**src/slsd_pkg.sv**
```systemverilog
// package of constants and carrier types for the serial latched sink driver
package slsd_pkg;
  localparam int STAGES = 8;
  localparam logic [7:0] CHAIN_RESET = 8'h00;
  localparam logic [7:0] LATCH_RESET = 8'h00;
  localparam logic [7:0] SINK_OFF = 8'h00;
  localparam logic CASCADE_RESET = 1'b0;
  localparam int SYNC_DEPTH = 2;

  // pins from the host, sampled together
  typedef struct packed {
    logic shift_clock;
    logic latch_clock;
    logic serial_data_in;
    logic shift_clear_n;
    logic output_enable_n;
  } slsd_pins_t;
endpackage

```
**src/slsd_driver.sv**
```systemverilog
// serial-in latched open-drain sink driver, built on the system clock
`timescale 1ns/1ns

// Overview of operation
// - eight-stage shift chain feeds an eight-bit storage stage
// - each shift clock rising edge shifts one stage, taking the serial input
// - each latch clock rising edge copies the chain into storage, clocks independent
// - cascade output changes on shift clock rise, showing the last stage, next out
// - storage reaches the output buffers only while shift clear is high
// - shift clear low forces every shift chain stage to zero
// - output enable high forces all buffer bits low, sinks off
// - output enable low makes buffers follow storage without a clock edge
// - a zero buffer bit switches its sink transistor off
// - a one buffer bit switches its open-drain transistor on to sink
// - chained devices link cascade out to data in, sharing both clocks
module slsd_driver (
  // clock and reset
  input wire logic sys_clk,
  input wire logic reset,
  // host pins
  input wire slsd_pkg::slsd_pins_t pins,
  // cascade and sink drains
  output logic serial_cascade_out,
  output logic [slsd_pkg::STAGES-1:0] sink_out,
  output logic [slsd_pkg::STAGES-1:0] sink_oe
);
  import slsd_pkg::*;

  // ********************
  // pin synchronisers
  // ********************
  slsd_pins_t meta_q, meta_d;
  slsd_pins_t sync_q, sync_d;
  slsd_pins_t prev_q, prev_d;
  // second and third stages only; first stage is read by nothing else
  always_comb begin
    meta_d = pins;
    sync_d = meta_q;
    prev_d = sync_q;
  end
  always_ff @(posedge sys_clk) begin
    if (reset) begin
      meta_q <= '0;
      sync_q <= '0;
      prev_q <= '0;
    end else begin
      meta_q <= meta_d;
      sync_q <= sync_d;
      prev_q <= prev_d;
    end
  end

  // edges are judged at the second stage against a third flop; a level held
  // for under one system clock may slip between samples
  logic shift_rise;
  logic latch_rise;
  assign shift_rise = sync_q.shift_clock & ~prev_q.shift_clock;
  assign latch_rise = sync_q.latch_clock & ~prev_q.latch_clock;

  // ********************
  // gate decode
  // ********************
  // storage reaches the buffers only with enable low and clear high
  function automatic logic gate_open(input slsd_pins_t p);
    return !p.output_enable_n && p.shift_clear_n;
  endfunction

  // ********************
  // shift chain
  // ********************
  logic [STAGES-1:0] chain_q, chain_d;

  // a shift edge seen while clear is low is dropped, not held over
  always_comb begin
    chain_d = chain_q;
    if (!sync_q.shift_clear_n) begin
      chain_d = CHAIN_RESET;
    end else if (shift_rise) begin
      chain_d = {chain_q[STAGES-2:0], sync_q.serial_data_in};
    end
  end

  always_ff @(posedge sys_clk) begin
    if (reset) begin
      chain_q <= CHAIN_RESET;
    end else begin
      chain_q <= chain_d;
    end
  end

  // ********************
  // cascade output
  // ********************
  // shows the last stage as it stands after each shift, so the next device in
  // line takes it on the following shift; a clear leaves it alone until then
  logic cascade_q, cascade_d;

  always_comb begin
    cascade_d = cascade_q;
    if (sync_q.shift_clear_n && shift_rise) begin
      cascade_d = chain_q[STAGES-2];
    end
  end

  always_ff @(posedge sys_clk) begin
    if (reset) begin
      cascade_q <= CASCADE_RESET;
    end else begin
      cascade_q <= cascade_d;
    end
  end

  // ********************
  // storage stage
  // ********************
  logic [STAGES-1:0] store_q, store_d;

  // clear empties the chain and turns the buffers off; storage keeps its word
  always_comb begin
    store_d = store_q;
    // latch samples the chain as it stood before any simultaneous shift
    if (latch_rise) begin
      store_d = chain_q;
    end
  end

  always_ff @(posedge sys_clk) begin
    if (reset) begin
      store_q <= LATCH_RESET;
    end else begin
      store_q <= store_d;
    end
  end

  // ********************
  // output buffers
  // ********************
  logic [STAGES-1:0] sink_q, sink_d;

  // buffers take this edge's storage value, so a latch reaches the sinks
  // with no extra cycle; clear low blocks storage, as does enable high
  always_comb begin
    if (gate_open(sync_q)) begin
      sink_d = store_d;
    end else begin
      sink_d = SINK_OFF;
    end
  end

  always_ff @(posedge sys_clk) begin
    if (reset) begin
      sink_q <= SINK_OFF;
    end else begin
      sink_q <= sink_d;
    end
  end

  // ********************
  // open-drain sinks
  // ********************
  // open drain: only ever pulls low, enable high while sinking
  assign serial_cascade_out = cascade_q;
  for (genvar g = 0; g < STAGES; g++) begin : g_sink
    assign sink_out[g] = SINK_OFF[g];
    assign sink_oe[g] = sink_q[g];
    a_bit_follows: assert property (@(posedge sys_clk) disable iff (reset)
      sink_oe[g] |-> store_q[g])
      else $error("sink on for a zero storage bit");
  end

  // ********************
  // assertions
  // ********************
  // checks read the synchronised pins, one register ahead of the state
  a_clear_empties_chain: assert property (@(posedge sys_clk) disable iff (reset)
    !sync_q.shift_clear_n |=> chain_q == 8'h00)
    else $error("chain not cleared");
  a_shift_takes_bit: assert property (@(posedge sys_clk) disable iff (reset)
    shift_rise && sync_q.shift_clear_n |=> chain_q[0] == $past(sync_q.serial_data_in))
    else $error("shift did not take input bit");
  a_cascade_last_bit: assert property (@(posedge sys_clk) disable iff (reset)
    shift_rise && sync_q.shift_clear_n |=> serial_cascade_out == $past(chain_q[STAGES-2]))
    else $error("cascade bit wrong");
  a_cascade_holds: assert property (@(posedge sys_clk) disable iff (reset)
    !shift_rise |=> $stable(serial_cascade_out))
    else $error("cascade moved without shift edge");
  a_latch_copies: assert property (@(posedge sys_clk) disable iff (reset)
    latch_rise |=> store_q == $past(chain_q))
    else $error("latch missed chain");
  a_store_holds: assert property (@(posedge sys_clk) disable iff (reset)
    !latch_rise |=> $stable(store_q))
    else $error("storage changed without latch edge");
  a_disable_off: assert property (@(posedge sys_clk) disable iff (reset)
    sync_q.output_enable_n |=> sink_oe == 8'h00)
    else $error("sinks on while disabled");
  a_enable_follows: assert property (@(posedge sys_clk) disable iff (reset)
    !sync_q.output_enable_n && sync_q.shift_clear_n |=> sink_oe == store_q)
    else $error("sinks not following storage");
  a_clear_blocks: assert property (@(posedge sys_clk) disable iff (reset)
    !sync_q.shift_clear_n |=> sink_oe == 8'h00)
    else $error("storage passed during clear");
  a_drain_low: assert property (@(posedge sys_clk) disable iff (reset)
    sink_out == 8'h00)
    else $error("drain driven high");
  a_chain_steps: assert property (@(posedge sys_clk) disable iff (reset)
    shift_rise && sync_q.shift_clear_n |=> chain_q[STAGES-1:1] == $past(chain_q[STAGES-2:0]))
    else $error("chain did not advance one stage");
  a_chain_holds: assert property (@(posedge sys_clk) disable iff (reset)
    !shift_rise && sync_q.shift_clear_n |=> $stable(chain_q))
    else $error("chain moved without shift edge");
  a_cascade_feeds: assert property (@(posedge sys_clk) disable iff (reset)
    shift_rise && sync_q.shift_clear_n |=> serial_cascade_out == chain_q[STAGES-1])
    else $error("cascade not showing last stage");
  a_cascade_clear: assert property (@(posedge sys_clk) disable iff (reset)
    !sync_q.shift_clear_n |=> $stable(serial_cascade_out))
    else $error("cascade moved during clear");
  a_store_kept_clear: assert property (@(posedge sys_clk) disable iff (reset)
    !sync_q.shift_clear_n && !latch_rise |=> $stable(store_q))
    else $error("storage disturbed by clear");
  a_sinks_gated: assert property (@(posedge sys_clk) disable iff (reset)
    sink_oe != SINK_OFF |-> $past(!sync_q.output_enable_n && sync_q.shift_clear_n))
    else $error("sinks on with gate closed");
  a_latch_transparent: assert property (@(posedge sys_clk) disable iff (reset)
    latch_rise && gate_open(sync_q) |=> sink_oe == $past(chain_q))
    else $error("latched data late at sinks");
endmodule // slsd_driver

```
**config.mk**
```make
export PLATFORM = sky130hd
export DESIGN_NAME = slsd_driver
export DESIGN_NICKNAME = d
export VERILOG_FILES = /design/src/slsd_pkg.sv /design/src/slsd_driver.sv
export SDC_FILE = /design/constraint.sdc
export NUM_CORES = 1
export LEC_CHECK = 0
export BUFFER_PORTS_ARGS = -buffer_cell sky130_fd_sc_hd__buf_4
export CELL_PAD_IN_SITES_DETAIL_PLACEMENT = 2
export CELL_PAD_IN_SITES_GLOBAL_PLACEMENT = 2
export CORE_MARGIN = 2
export CORE_UTILIZATION = 30
export CTS_BUF_LIST = sky130_fd_sc_hd__clkbuf_16
export CTS_CLUSTER_SIZE = 10
export DETAILED_ROUTE_END_ITERATION = 6
export PLACE_DENSITY = 0.72
export SYNTH_ARGS = -nofsm -noshare
export SYNTH_HDL_FRONTEND = slang
export SYNTH_SLANG_ARGS = --single-unit
```
**constraint.sdc**
```tcl
create_clock -name sys_clk -period 1.4 [get_ports sys_clk]
set_clock_uncertainty 0.2 [all_clocks]
set_input_delay 0.28 -clock sys_clk [delete_from_list [all_inputs] [get_ports sys_clk]]
set_output_delay 0.28 -clock sys_clk [all_outputs]
set_load 0.02 [all_outputs]
```
==> impl_results.md <==
* Diode count at 0
* Min-Delay Path Class: in -> reg
* Status: finished, final reports clean
* Crit path max fanout at 8
* Global Route Usage Sum at 0.1342
* Syn. warnings at 0
* Via-to-Cell Ratio at roughly 4.3
* CP endpoint kind: register
* P_leak at 0.0006397 uW
* Startpoint types: register
* First-pass GRT wire length at 4195 um
* Vias in the first global route at roughly 880
* Hold-fix buffers at CTS at 0
* Syn Area/Cell at ~10 um2
* Slew Limit Headroom at 0.6540
* Routed Antenna Nets at 0
* Starting Density at 0.3100
* Synth cell types at 18
* Initial antenna violation count at 0
* Number of setup violations in the final report at 0
* DP Wirelength at 1767 um
* CP Cell Sequence: nand2b_1, buf_12, mux2i_2, nor2_1
* Measured slew at the worst slew-check pin at 519.0 ps
* Crit path buffers/inverters at 1
* Largest net degree at the start of global routing at 22
* Max-cap violations at 0
* Row Count at 23
* Final Slew Violations at 0
* Worst-path clk slew at 50 ps
* Slowest-stage cell, CP: dfxtp_1
* Worst IR drop on VDD at 0.7455 mV
* Final instance area at 1521 um2
* F_max at roughly 770 MHz
* Skew-Pair Late Insertion Delay at 280 ps
* Power Density at roughly 1400 nW/um2
* Final net count at approximately 150
* GRT Residual Overflow at 0
* IO Count at 24
* IO Port Bufs at 15
* Longest Clk Path Bufs at 2
* Layout cells sized above 1 at 0.2411
* Delay of the slowest critical-path stage at 310 ps
* Pre-antenna DRT Iters at 3
* Htree depth at 2
* CTS resizes at 0
* Initial DRC Count at 23
* Via count at between 800 and 900
* Post-synthesis register bit count at 37
* Critical path's top delay family: flip-flops
* Root Buffer: clkbuf_16
* WL per Instance at 13.62 um
* Die ar. at 4664 um2
* Die Y at 68.29 um
* Post-Route WL at 2601 um
* RSZ-0062 raised after global routing: no
* CTS tree: done
* Final Wtd Congestion at 0.6856
* Minimum clock period at 1301 ps
* Clock tree sinks at 37
* Hold WS at ~23 ps
* Final hold vios at 0
* Tcrit/Tclk final at 0.9296
* Die X at 68.29 um
* Data arrival, critical path at 1260 ps
* DR DRC count at 0
* CP required at roughly 1400 ps
* DP Area at 1381 um2
* Num CTS Buffers at 5
* Setup bufs post-CTS at 0
* Netlist area before placement at 1240 um2
* Core Box Area at 4000 um2
* Post-Route Utilization at 0.3804
* Crit path kind: reg -> reg
* Final setup TNS at 0 ps
* Post-Synthesis Cells at 122
* Sequential fraction of the synthesis area at 0.5974
* Layout area overhead at 22.70%
[Yosys cell counts]
cell type / number / area (um2)
dfxtp_1: 37 / 740.7
nand2_1: 16 / 60.06
nor2b_1: 13 / 81.33
a21oi_1: 9 / 45.04
buf_4: 8 / 60.06
mux2i_1: 8 / 80.08
nor2_1: 8 / 30.03
nor2_2: 8 / 50.05
clkbuf_1: 4 / 15.01
buf_6: 2 / 22.52
nand2b_1: 2 / 12.51
buf_2: 1 / 5.000
conb_1: 1 / 3.750
inv_1: 1 / 3.750
nand2b_4: 1 / 13.76
nand3_1: 1 / 5.000
o21ai_0: 1 / 5.000
or2_1: 1 / 6.260
[metrics by stage]
step / instances / worst slack, ps / power [uW]
5_1_grt: 191 / 8.872 / 2293
3_5_place_dp: 183 / 18.10 / 1184
6_report: 191 / 98.51 / 2194
2_1_floorplan: 129 / 167.1 / 1170
4_1_cts: 191 / 44.56 / 2229
3_3_place_gp: 183 / 56.32 / 1180
[report_power, final]
part           switching [uW]  total [uW]  leakage, uW  internal [uW]
logic                    51.7        85.4     0.000262           33.7
clock network             395        1030    0.0000776            639
registers                5.56        1070     0.000300           1070
[metal layers]
metal | vias up | part of all wire | global-route usage | wire [um]
met5 | - | 0 | 0 | 0
met4 | 0 | 0.025 | 0.07500 | 64
met3 | 6 | 0.059 | 0.06414 | 153
met2 | 17 | 0.56 | 0.2354 | 1445
met1 | 407 | 0.36 | 0.1278 | 938
li1 | 398 | - | - | -
[area by class of cell]
| class | count | area [um2] |
|---|---|---|
| Fill cell | 444 | 2479 |
| Sequential cell | 37 | 740.7 |
| Multi-Input combinational cell | 76 | 422.9 |
| Timing Repair Buffer | 19 | 155.1 |
| Clock buffer | 5 | 125.1 |
| Tap cell | 50 | 62.56 |
| Clock inverter | 3 | 11.26 |
| Inverter | 1 | 3.754 |
[placed cells by master (no fill, tap or decap), types with 2 or more instances in the layout]
cell type / count
a21oi_1: 9
buf_4: 18
clkbuf_16: 5
conb_1: 8
dfxtp_1: 37
inv_1: 4
mux2i_1: 7
nand2_1: 16
nand2b_1: 2
nor2_1: 8
nor2_2: 8
nor2b_1: 13
[final timing paths]
| check | from | to | slack, ps | cells past startpoint |
|---|---|---|---|---|
| worst min register to register | meta_q[1]$_SDFF_PP0_ | prev_d[1]$_SDFF_PP0_ | 240 | 1 |
| worst min-delay path | pins[0] | meta_q[0]$_SDFF_PP0_ | 20 | 2 |
| worst max register to register | prev_q[3]$_SDFF_PP0_ | store_q[6]$_SDFF_PP0_ | 100 | 4 |
| worst max-delay path | prev_q[3]$_SDFF_PP0_ | store_q[6]$_SDFF_PP0_ | 100 | 4 |
[logic make-up (layout without fill, tap and decap cells)]
kind of cell | after synthesis | count (layout) | synth area share
simple gates | 50 | 50 | 0.2089
mux | 8 | 8 | 0.06458
buf+inv | 16 | 28 | 0.08576
compound gates | 10 | 10 | 0.04036
other cells | 1 | 8 | 0.003024
flops | 37 | 37 | 0.5974
[sequential cells by signal, summed over array words and instances, names as in the netlist]
signal,count
chain_q,8
meta_q,5
prev_d,5
sink_oe,8
prev_q,2
serial_cascade_out,1
store_q,8
Power figures use the tool's default switching activity.
